==> src/dbs_pkg.sv <==
// Shared constants, codes and types for the dynamic bus sizer processor-side block.
package dbs_pkg;

   // ==========================================================================
   // Widths
   localparam int PROC_W = 32;
   localparam int PER_W  = 16;

   // ==========================================================================
   // Transfer size codes {hi, lo}
   localparam logic [1:0] SIZ_BYTE = 2'h1;
   localparam logic [1:0] SIZ_WORD = 2'h2;

   // ==========================================================================
   // Port size acknowledge codes {hi, lo}, pin levels (low is asserted)
   localparam logic [1:0] ACK_P32  = 2'h0;
   localparam logic [1:0] ACK_P16  = 2'h1;
   localparam logic [1:0] ACK_P8   = 2'h2;
   localparam logic [1:0] ACK_WAIT = 2'h3;

   // ==========================================================================
   // Half-clock state numbers on the processor side
   localparam logic [7:0] DS_IDLE     = 8'h00;
   localparam logic [7:0] DS_RECOG    = 8'h02;
   localparam logic [7:0] DS_ACK      = 8'h06;
   localparam logic [7:0] DS_ACK_HOLD = 8'h08;
   localparam logic [7:0] DS_MAX      = 8'hff;

   // ==========================================================================
   // Reset and idle levels, read lane enables and transfer counts
   localparam logic [3:0] LANES_FLOAT = 4'hf;
   localparam logic [3:0] LANES_ALL   = 4'h0;
   localparam logic [3:0] LANES_UPPER = 4'h3;
   localparam logic [1:0] PA_RESET    = 2'h0;
   localparam logic [2:0] XFER_ZERO   = 3'h0;
   localparam logic [2:0] XFER_ONE    = 3'h1;
   localparam logic [2:0] XFER_TWO    = 3'h2;
   localparam logic [2:0] XFER_FOUR   = 3'h4;

   // ==========================================================================
   // Types
   typedef struct packed {
      logic       rd;
      logic [1:0] siz;
      logic [1:0] addr;
   } dbs_ctrl_s;

   typedef enum logic [2:0] {
      M_IDLE = 3'b001,
      M_XFER = 3'b010,
      M_ACK  = 3'b100
   } dbs_mst_e;

   typedef enum logic [3:0] {
      P_IDLE   = 4'b0001,
      P_ADDR   = 4'b0010,
      P_STROBE = 4'b0100,
      P_END    = 4'b1000
   } dbs_pst_e;

endpackage

==> src/dbs_sizer.sv <==
// Processor-side sequencer of the 32-bit to 32/16/8-bit dynamic bus sizer.
`timescale 1ns/1ps

module dbs_sizer (
   // Clock and reset
   input  wire logic        CLK_SYS_I,
   input  wire logic        RESETN_I,
   // Bus clock, sampled
   input  wire logic        BCLK_I,
   // Processor side
   input  wire logic        CS_N_I,
   input  wire logic        RW_I,
   input  wire logic        PROC_ADDR_BIT1_I,
   input  wire logic        PROC_ADDR_BIT0_I,
   input  wire logic        XFER_SIZE_HI_I,
   input  wire logic        XFER_SIZE_LO_I,
   input  wire logic [31:0] PROC_DATA_BUS_I,
   output logic      [31:0] PROC_DATA_BUS_O,
   output logic      [3:0]  PROC_DATA_BUS_OE_N_O,
   output logic             TRANSFER_ACK_OUT_N_O,
   output logic             XCVR_EN_N_O,
   // Peripheral side
   input  wire logic        PORT_SIZE_ACK_HI_N_I,
   input  wire logic        PORT_SIZE_ACK_LO_N_I,
   input  wire logic [15:0] PERIPH_DATA_UPPER_I,
   output logic      [15:0] PERIPH_DATA_UPPER_O,
   output logic             PERIPH_DATA_UPPER_OE_N_O,
   output logic             PERIPH_ADDR_BIT1_O,
   output logic             PERIPH_ADDR_BIT0_O,
   output logic             PERIPH_DATA_STROBE_N_O
);

   // ==========================================================================
   // Helpers
   function automatic logic [7:0] byte_of(input logic [31:0] w, input logic [1:0] idx);
      byte_of = 8'h00;
      for (int i = 0; i < 4; i++) begin
         if (2'(i) == idx) begin
            byte_of = w[31 - 8*i -: 8];
         end
      end
   endfunction

   function automatic logic [31:0] put_byte(input logic [31:0] w, input logic [1:0] idx,
                                            input logic [7:0] b);
      put_byte = w;
      for (int i = 0; i < 4; i++) begin
         if (2'(i) == idx) begin
            put_byte[31 - 8*i -: 8] = b;
         end
      end
   endfunction

   // Transfers needed for an operand size on a port size.
   function automatic logic [2:0] n_xfers(input logic [1:0] siz, input logic [1:0] port);
      if (port == dbs_pkg::ACK_P32 || siz == dbs_pkg::SIZ_BYTE) begin
         n_xfers = dbs_pkg::XFER_ONE;
      end else if (port == dbs_pkg::ACK_P16) begin
         n_xfers = (siz == dbs_pkg::SIZ_WORD) ? dbs_pkg::XFER_ONE : dbs_pkg::XFER_TWO;
      end else begin
         n_xfers = (siz == dbs_pkg::SIZ_WORD) ? dbs_pkg::XFER_TWO : dbs_pkg::XFER_FOUR;
      end
   endfunction

   // ==========================================================================
   // State
   dbs_pkg::dbs_mst_e  mst, next_mst;
   dbs_pkg::dbs_pst_e  pst, next_pst;
   dbs_pkg::dbs_ctrl_s ctrl, next_ctrl;
   logic [7:0]  ds_cnt, next_ds_cnt;
   logic [31:0] wr_data, next_wr_data;
   logic [31:0] rd_data, next_rd_data;
   logic [1:0]  port, next_port;
   logic        port_known, next_port_known;
   logic [1:0]  ack_prev, next_ack_prev;
   logic [1:0]  pa, next_pa;
   logic [2:0]  xfer_cnt, next_xfer_cnt;
   logic        bclk_d;
   logic        ta_n, next_ta_n;
   logic [3:0]  d_oe_n, next_d_oe_n;
   logic [15:0] pd_o, next_pd_o;
   logic        pd_oe_n, next_pd_oe_n;
   logic        ds_n, next_ds_n;
   logic        xcvr_n, next_xcvr_n;

   logic        rise, fall;
   logic [1:0]  ack, eff_port;

   assign rise     = BCLK_I & ~bclk_d;
   assign fall     = ~BCLK_I & bclk_d;
   assign ack      = {PORT_SIZE_ACK_HI_N_I, PORT_SIZE_ACK_LO_N_I};
   assign eff_port = port_known ? port : ack;

   // ==========================================================================
   // Sequencer
   always_comb begin
      next_mst        = mst;
      next_pst        = pst;
      next_ctrl       = ctrl;
      next_ds_cnt     = ds_cnt;
      next_wr_data    = wr_data;
      next_rd_data    = rd_data;
      next_port       = port;
      next_port_known = port_known;
      next_ack_prev   = ack_prev;
      next_pa         = pa;
      next_xfer_cnt   = xfer_cnt;
      next_ta_n       = ta_n;
      next_d_oe_n     = d_oe_n;
      next_pd_o       = pd_o;
      next_pd_oe_n    = pd_oe_n;
      next_ds_n       = ds_n;
      next_xcvr_n     = xcvr_n;
      if (mst != dbs_pkg::M_IDLE && (rise || fall) && ds_cnt != dbs_pkg::DS_MAX) begin
         next_ds_cnt = ds_cnt + 8'h01;
      end
      case (mst)
         dbs_pkg::M_IDLE: begin
            // Inputs are sampled on the system clock, so a chip select that moves
            // close to the bus clock edge is simply taken at the next one.
            if (rise && !CS_N_I) begin
               next_mst        = dbs_pkg::M_XFER;
               next_pst        = dbs_pkg::P_ADDR;
               next_ds_cnt     = dbs_pkg::DS_RECOG;
               next_ctrl       = '{rd: RW_I, siz: {XFER_SIZE_HI_I, XFER_SIZE_LO_I},
                                   addr: {PROC_ADDR_BIT1_I, PROC_ADDR_BIT0_I}};
               next_wr_data    = PROC_DATA_BUS_I;
               next_pa         = {PROC_ADDR_BIT1_I, PROC_ADDR_BIT0_I};
               next_port_known = 1'b0;
               next_xfer_cnt   = dbs_pkg::XFER_ZERO;
               next_pd_o       = {byte_of(PROC_DATA_BUS_I, next_pa),
                                  byte_of(PROC_DATA_BUS_I, next_pa | 2'h1)};
               next_pd_oe_n    = RW_I;
            end
         end
         dbs_pkg::M_XFER: begin
            if (rise && CS_N_I) begin
               // Abort: read data collected so far stays in rd_data; strobe, upper lane drive and transceiver are released.
               next_mst     = dbs_pkg::M_IDLE;
               next_pst     = dbs_pkg::P_IDLE;
               next_ds_cnt  = dbs_pkg::DS_IDLE;
               next_ds_n    = 1'b1;
               next_pd_oe_n = 1'b1;
               next_xcvr_n  = 1'b1;
            end else begin
               case (pst)
                  dbs_pkg::P_ADDR: begin
                     if (fall) begin
                        next_ds_n     = 1'b0;
                        next_ack_prev = ack;
                        next_pst      = dbs_pkg::P_STROBE;
                     end
                  end
                  dbs_pkg::P_STROBE: begin
                     // The pair must match on two falling edges before it counts.
                     if (fall && ack == ack_prev && ack != dbs_pkg::ACK_WAIT) begin
                        next_ds_n     = 1'b1;
                        next_pst      = dbs_pkg::P_END;
                        next_xfer_cnt = xfer_cnt + dbs_pkg::XFER_ONE;
                        if (!port_known) begin
                           next_port       = ack;
                           next_port_known = 1'b1;
                           next_xcvr_n     = (ack != dbs_pkg::ACK_P32);
                        end
                        if (eff_port == dbs_pkg::ACK_P8) begin
                           next_rd_data = put_byte(rd_data, pa, PERIPH_DATA_UPPER_I[15:8]);
                        end else begin
                           next_rd_data = put_byte(put_byte(rd_data, {pa[1], 1'b0},
                                          PERIPH_DATA_UPPER_I[15:8]), {pa[1], 1'b1},
                                          PERIPH_DATA_UPPER_I[7:0]);
                        end
                     end else if (fall) begin
                        next_ack_prev = ack;
                     end
                  end
                  dbs_pkg::P_END: begin
                     if (rise && xfer_cnt == n_xfers(ctrl.siz, port)) begin
                        next_mst     = dbs_pkg::M_ACK;
                        // Waits and extra transfers stretch the access, so the
                        // acknowledge is always numbered DS6 and DS8 counts from it.
                        next_ds_cnt  = dbs_pkg::DS_ACK;
                        next_pst     = dbs_pkg::P_IDLE;
                        next_ta_n    = 1'b0;
                        next_pd_oe_n = 1'b1;
                        if (ctrl.rd) begin
                           next_d_oe_n = (port == dbs_pkg::ACK_P32) ?
                                         dbs_pkg::LANES_UPPER : dbs_pkg::LANES_ALL;
                        end
                     end else if (rise) begin
                        next_pa   = (port == dbs_pkg::ACK_P8) ? pa + 2'h1 : pa + 2'h2;
                        next_pst  = dbs_pkg::P_ADDR;
                        next_pd_o = {byte_of(wr_data, next_pa),
                                     byte_of(wr_data, next_pa | 2'h1)};
                     end
                  end
                  default: begin
                     next_pst = dbs_pkg::P_IDLE;
                  end
               endcase
            end
         end
         dbs_pkg::M_ACK: begin
            // Before the DS8 edge only that edge may end the acknowledge; after
            // it, the negation follows chip select on the next system clock.
            if (CS_N_I && (ds_cnt >= dbs_pkg::DS_ACK_HOLD ||
                (rise && ds_cnt == dbs_pkg::DS_ACK_HOLD - 8'h01))) begin
               next_mst    = dbs_pkg::M_IDLE;
               next_ds_cnt = dbs_pkg::DS_IDLE;
               next_ta_n   = 1'b1;
               next_d_oe_n = dbs_pkg::LANES_FLOAT;
               next_xcvr_n = 1'b1;
            end
         end
         default: begin
            next_mst = dbs_pkg::M_IDLE;
         end
      endcase
   end

   always_ff @(posedge CLK_SYS_I) begin
      if (!RESETN_I) begin
         mst        <= dbs_pkg::M_IDLE;
         pst        <= dbs_pkg::P_IDLE;
         ctrl       <= '0;
         ds_cnt     <= dbs_pkg::DS_IDLE;
         wr_data    <= '0;
         rd_data    <= '0;
         port       <= dbs_pkg::ACK_WAIT;
         port_known <= 1'b0;
         ack_prev   <= dbs_pkg::ACK_WAIT;
         pa         <= dbs_pkg::PA_RESET;
         xfer_cnt   <= dbs_pkg::XFER_ZERO;
         bclk_d     <= 1'b0;
         ta_n       <= 1'b1;
         d_oe_n     <= dbs_pkg::LANES_FLOAT;
         pd_o       <= '0;
         pd_oe_n    <= 1'b1;
         ds_n       <= 1'b1;
         xcvr_n     <= 1'b1;
      end else begin
         mst        <= next_mst;
         pst        <= next_pst;
         ctrl       <= next_ctrl;
         ds_cnt     <= next_ds_cnt;
         wr_data    <= next_wr_data;
         rd_data    <= next_rd_data;
         port       <= next_port;
         port_known <= next_port_known;
         ack_prev   <= next_ack_prev;
         pa         <= next_pa;
         xfer_cnt   <= next_xfer_cnt;
         bclk_d     <= BCLK_I;
         ta_n       <= next_ta_n;
         d_oe_n     <= next_d_oe_n;
         pd_o       <= next_pd_o;
         pd_oe_n    <= next_pd_oe_n;
         ds_n       <= next_ds_n;
         xcvr_n     <= next_xcvr_n;
      end
   end

   assign PROC_DATA_BUS_O          = rd_data;
   assign PROC_DATA_BUS_OE_N_O     = d_oe_n;
   assign TRANSFER_ACK_OUT_N_O     = ta_n;
   assign XCVR_EN_N_O              = xcvr_n;
   assign PERIPH_DATA_UPPER_O      = pd_o;
   assign PERIPH_DATA_UPPER_OE_N_O = pd_oe_n;
   assign PERIPH_ADDR_BIT1_O       = pa[1];
   assign PERIPH_ADDR_BIT0_O       = pa[0];
   assign PERIPH_DATA_STROBE_N_O   = ds_n;

   // ==========================================================================
   // Checks
   chk_idle_quiet: assert property (@(posedge CLK_SYS_I) disable iff (!RESETN_I)
      (mst == dbs_pkg::M_IDLE) |-> (ta_n && d_oe_n == dbs_pkg::LANES_FLOAT))
      else $error("Idle bus not quiet");
   chk_wdata_capture: assert property (@(posedge CLK_SYS_I) disable iff (!RESETN_I)
      (mst == dbs_pkg::M_IDLE && rise && !CS_N_I) |=> (wr_data == $past(PROC_DATA_BUS_I)))
      else $error("Write data not captured at recognition");
   chk_abort_no_ack: assert property (@(posedge CLK_SYS_I) disable iff (!RESETN_I)
      (mst == dbs_pkg::M_XFER && rise && CS_N_I) |=> (mst == dbs_pkg::M_IDLE && ta_n && ds_n))
      else $error("Abort did not end access");
   chk_ack_at_six: assert property (@(posedge CLK_SYS_I) disable iff (!RESETN_I)
      $fell(ta_n) |-> (ds_cnt == dbs_pkg::DS_ACK && $past(pst) == dbs_pkg::P_END))
      else $error("Acknowledge not in DS6");
   chk_ack_held: assert property (@(posedge CLK_SYS_I) disable iff (!RESETN_I)
      (!ta_n && ds_cnt < dbs_pkg::DS_ACK_HOLD && !rise) |=> !ta_n)
      else $error("Acknowledge dropped before DS8");
   chk_sync_negate: assert property (@(posedge CLK_SYS_I) disable iff (!RESETN_I)
      (mst == dbs_pkg::M_ACK && rise && CS_N_I && ds_cnt == dbs_pkg::DS_ACK_HOLD - 8'h01)
      |=> ta_n)
      else $error("Acknowledge not negated at DS8 edge");
   chk_late_float: assert property (@(posedge CLK_SYS_I) disable iff (!RESETN_I)
      (mst == dbs_pkg::M_ACK && ds_cnt >= dbs_pkg::DS_ACK_HOLD && CS_N_I)
      |=> (ta_n && d_oe_n == dbs_pkg::LANES_FLOAT))
      else $error("Late negation not followed");
   chk_xfer_count: assert property (@(posedge CLK_SYS_I) disable iff (!RESETN_I)
      $fell(ta_n) |-> (xfer_cnt == n_xfers(ctrl.siz, port)))
      else $error("Wrong number of transfers");
   chk_byte_lane: assert property (@(posedge CLK_SYS_I) disable iff (!RESETN_I)
      (!pd_oe_n && !ds_n) |-> (pd_o[15:8] == byte_of(wr_data, pa)))
      else $error("Upper lane carries wrong byte");

endmodule

==> config.mk <==
export PLATFORM = sky130hd
export DESIGN_NAME = dbs_sizer
export DESIGN_NICKNAME = d
export VERILOG_FILES = /design/src/dbs_pkg.sv /design/src/dbs_sizer.sv
export SDC_FILE = /design/constraint.sdc
export NUM_CORES = 1
export LEC_CHECK = 0
export ABC_AREA = 0
export BUFFER_PORTS_ARGS = -buffer_cell sky130_fd_sc_hd__buf_2
export CORE_MARGIN = 1
export CORE_UTILIZATION = 59
export CTS_BUF_LIST = sky130_fd_sc_hd__clkbuf_16
export DETAILED_ROUTE_END_ITERATION = 10
export MAX_ROUTING_LAYER = met4
export PLACE_DENSITY = 0.95
export REMOVE_ABC_BUFFERS = 1
export SKIP_LAST_GASP = 1
export SYNTH_ARGS = -nofsm -noshare
export SYNTH_HDL_FRONTEND = slang
export SYNTH_SLANG_ARGS = --single-unit
==> constraint.sdc <==
create_clock -name CLK_SYS_I -period 6.75 [get_ports CLK_SYS_I]
set_clock_uncertainty 0.05 [all_clocks]
set_input_delay 0.675 -clock CLK_SYS_I [delete_from_list [all_inputs] [get_ports CLK_SYS_I]]
set_output_delay 0.675 -clock CLK_SYS_I [all_outputs]
set_load 0.005 [all_outputs]
==> key figures <==
Layout
  • Area added between synthesis and finish: 20.1%
  • Final std cells w/o fill: 911
  • Antenna cells: 0
  • Layout cells sized above 1: 21.9%
  • Non-Filler Cell Area, Final: 0.00686 sq mm
  • Nets: 839
  • Core Util, Final: 73.6%

Synth
  • Seq cells post-synth: 115
  • Yosys warns: 0
  • Asr flop ratio synth: 0%
  • Top post-synthesis cells by area: dfxtp_1 (40%), mux2i_1 (8.9%), nand2_1 (8.4%)
  • Area share of the largest cell type after synthesis: 40.3%
  • Dominant synthesized flop cell: dfxtp_1
  • Largest area contributor in the netlist: dfxtp_1
  • Number of synthesized flops with an enable pin: 0
  • Syn Std Cell Area: 0.00572 sq mm
  • Synth cell count leaders: nand2_1 (128), dfxtp_1 (115), a21oi_1 (63)
  • Cell variety after synth: 59
  • Register area share after synthesis: 40.3%
  • Avg Inst Size Synth: 8.48 sq um
  • Mapped Cells: 674
  • Top-count cell post-synth: nand2_1

Routing
  • Via/cell ratio: 6.33
  • DRT iter0 DRCs: 578
  • Routed wire length: 17.0 mm
  • Post-route ant nets: 0
  • Drt first pass iters: 6
  • DRC: 0
  • Drt wl/cell: 18.7 microns
  • Via count: 5,767

Worst setup path
  • Startpoint Class: flip-flop
  • Crit-path cells: or3b_1, nor2_2, nand2_1, nor3b_1, mux2i_1, nand2_1
  • Worst-path fanout max: 18
  • CP delay by family, top: simple AND/OR/NAND/NOR gates
  • CP most frequent cell: nand2_1
  • Critical path type: flip-flop to flip-flop
  • Worst Path Arrival: 3.19 ns
  • Worst EP required: 6.95 ns
  • Crit. End Element: flip-flop
  • CP max-delay cell: or3b_1
  • Crit-path max cell delay: 0.81 ns
  • Sum of buffers and inverters on the critical path: 0

GRT
  • Initial antenna violation count: 0
  • Remaining Overflow, GRT: 0
  • Met3 usage in global routing: 9.54%
  • First-pass GRT wire length: 26.8 mm
  • Largest net degree at the start of global routing: 48
  • Met1 GRT Util: 39.0%
  • Vias in the first global route: 5,527
  • Met2 GRT Util: 57.7%
  • Tot GR Track Use: 34.9%
  • Busiest layer in global routing: met2

Timing
  • Tcrit/Tclk final: 44.2%
  • RSZ-0062 raised after global routing: no
  • Final min period: 2.98 ns
  • Hold Fails Final Rpt: 0
  • Max Fclk: 335 MHz
  • Max transition margin: 10.1%
  • Setup TNS: 0 ns
  • Count of final setup violators: 0
  • Fin. max-slew vios: 0
  • Worst slew pin tran: 1.35 ns

Floorplan
  • Die height: 100 microns
  • Num rows: 35
  • I/O Pins: 117
  • Full die area: 0.0101 sq mm
  • Core area: 0.00933 sq mm
  • Initial Util: 61.3%
  • Die width: 100 microns

Flow run
  • Max Cap Violations: 0

Clock network
  • Clock root buffer master: clkbuf_16
  • Post-cts gate resize count: 0
  • Clock latency on the worst-skew pair: 0.41 ns
  • TritonCTS clock tree: built
  • CTS H-tree lvls: 4
  • Cts bufs inserted: 17
  • Worst-path clk slew: 0.05 ns
  • Clock Path Buffers: 2
  • Total clock sinks: 115
  • Cts hold-fix bufs: 0
  • Post-CTS Setup Repair Bufs: 0

Power
  • Worst vdd ir: 0.191 mV
  • Power per Cell Area: 260 mW/mm^2
  • LEAKAGE: 2.76 nW

Placed design
  • GPL Wtd Cong: 0.872
  • Placed insts: 879
  • Buffers added on ports: 116
  • Dpl cell area: 0.00629 sq mm
  • Final HPWL DP: 10.0 mm

Hold path
  • Hold crit path type: flip-flop to flip-flop

Status
  • Outcome: completed
==> flip-flops by register name, indices dropped and copies added, names as in the netlist, 2 cells and up <==
signal                count
PERIPH_DATA_UPPER_O      16
PROC_DATA_BUS_O          32
PROC_DATA_BUS_OE_N_O      2
ack_prev                  2
ctrl                      3
ds_cnt                    8
mst                       3
pa                        2
port                      2
pst                       4
wr_data                  32
xfer_cnt                  3
==> metal layers <==
| metal | up-vias | part of all wire, % |
|---|---|---|
| met4 | 0 | 4.3 |
| li1 | 2565 | - |
| met2 | 388 | 50 |
| met3 | 108 | 9.7 |
| met1 | 2706 | 36 |
| met5 | - | 0 |
==> final cells by class <==
class	count	area (sq um)
clock buffers	17	425
repair buffers	122	626
flip-flops and latches	115	2300
multi-input cells	500	3150
inverters	13	48.8
fillers	587	2460
well taps	129	161
clock inverters	15	151
==> cells by family after synthesis <==
| family | Yosys count | share of synthesized area [%] |
|---|---|---|
| flops | 115 | 40.3 |
| buf+inv | 59 | 4.71 |
| xor+xnor | 10 | 1.53 |
| simple gates | 266 | 21.2 |
| mux | 61 | 12.5 |
| compound gates | 152 | 17.3 |
| fa+ha+maj | 11 | 2.41 |
==> tightest hold or removal path, stage by stage (launching register included) <==
cell     delay, ns
dfxtp_1       0.31
nand2_1       0.05
a21oi_1       0.05
==> power breakdown <==
group,switching [mW],internal [mW]
Clock,0.316,0.569
Sequential,0.0174,0.700
Combinational,0.110,0.0684
==> per-stage QoR <==
step,power [mW],setup slack [ns],hold WS (ns)
2_1_floorplan,0.828,3.54,0.386
3_3_place_gp,0.888,3.86,0.382
3_5_place_dp,0.897,3.65,0.393
4_1_cts,1.77,3.82,0.406
5_1_grt,1.82,3.67,0.417
6_report,1.78,3.77,0.407
==> worst paths after layout <==
check	start	endpoint	slack [ns]	cells after the start
min reg2reg	wr_data[5]	wr_data[5]	0.41	2
max reg2reg	mst[2]	ack_prev[0]	3.77	6
max	mst[2]	ack_prev[0]	3.77	6
min	wr_data[5]	wr_data[5]	0.41	2
==> layout by cell type, fill, tap and decap left out, types with 3 or more instances in the layout <==
cell / count
mux2i_1: 51
a211oi_1: 26
bufinv_16: 3
buf_4: 6
nand2b_1: 7
dfxtp_1: 115
nor3_1: 9
o22ai_1: 3
and2_1: 5
buf_2: 116
clkinv_2: 3
nand2_1: 128
ha_1: 11
a21oi_4: 4
nor2_1: 61
or4_1: 3
a21o_1: 5
clkbuf_16: 17
nor2b_1: 14
and4_1: 4
o31ai_1: 4
a21oi_1: 63
inv_1: 16
a311oi_1: 8
nand3_1: 11
and3_1: 3
xor2_1: 3
o21ai_0: 21
mux4_2: 8
nand4_1: 3
nor3b_1: 4
xnor2_1: 7
No activity file was read; power rests on OpenSTA's default activity.
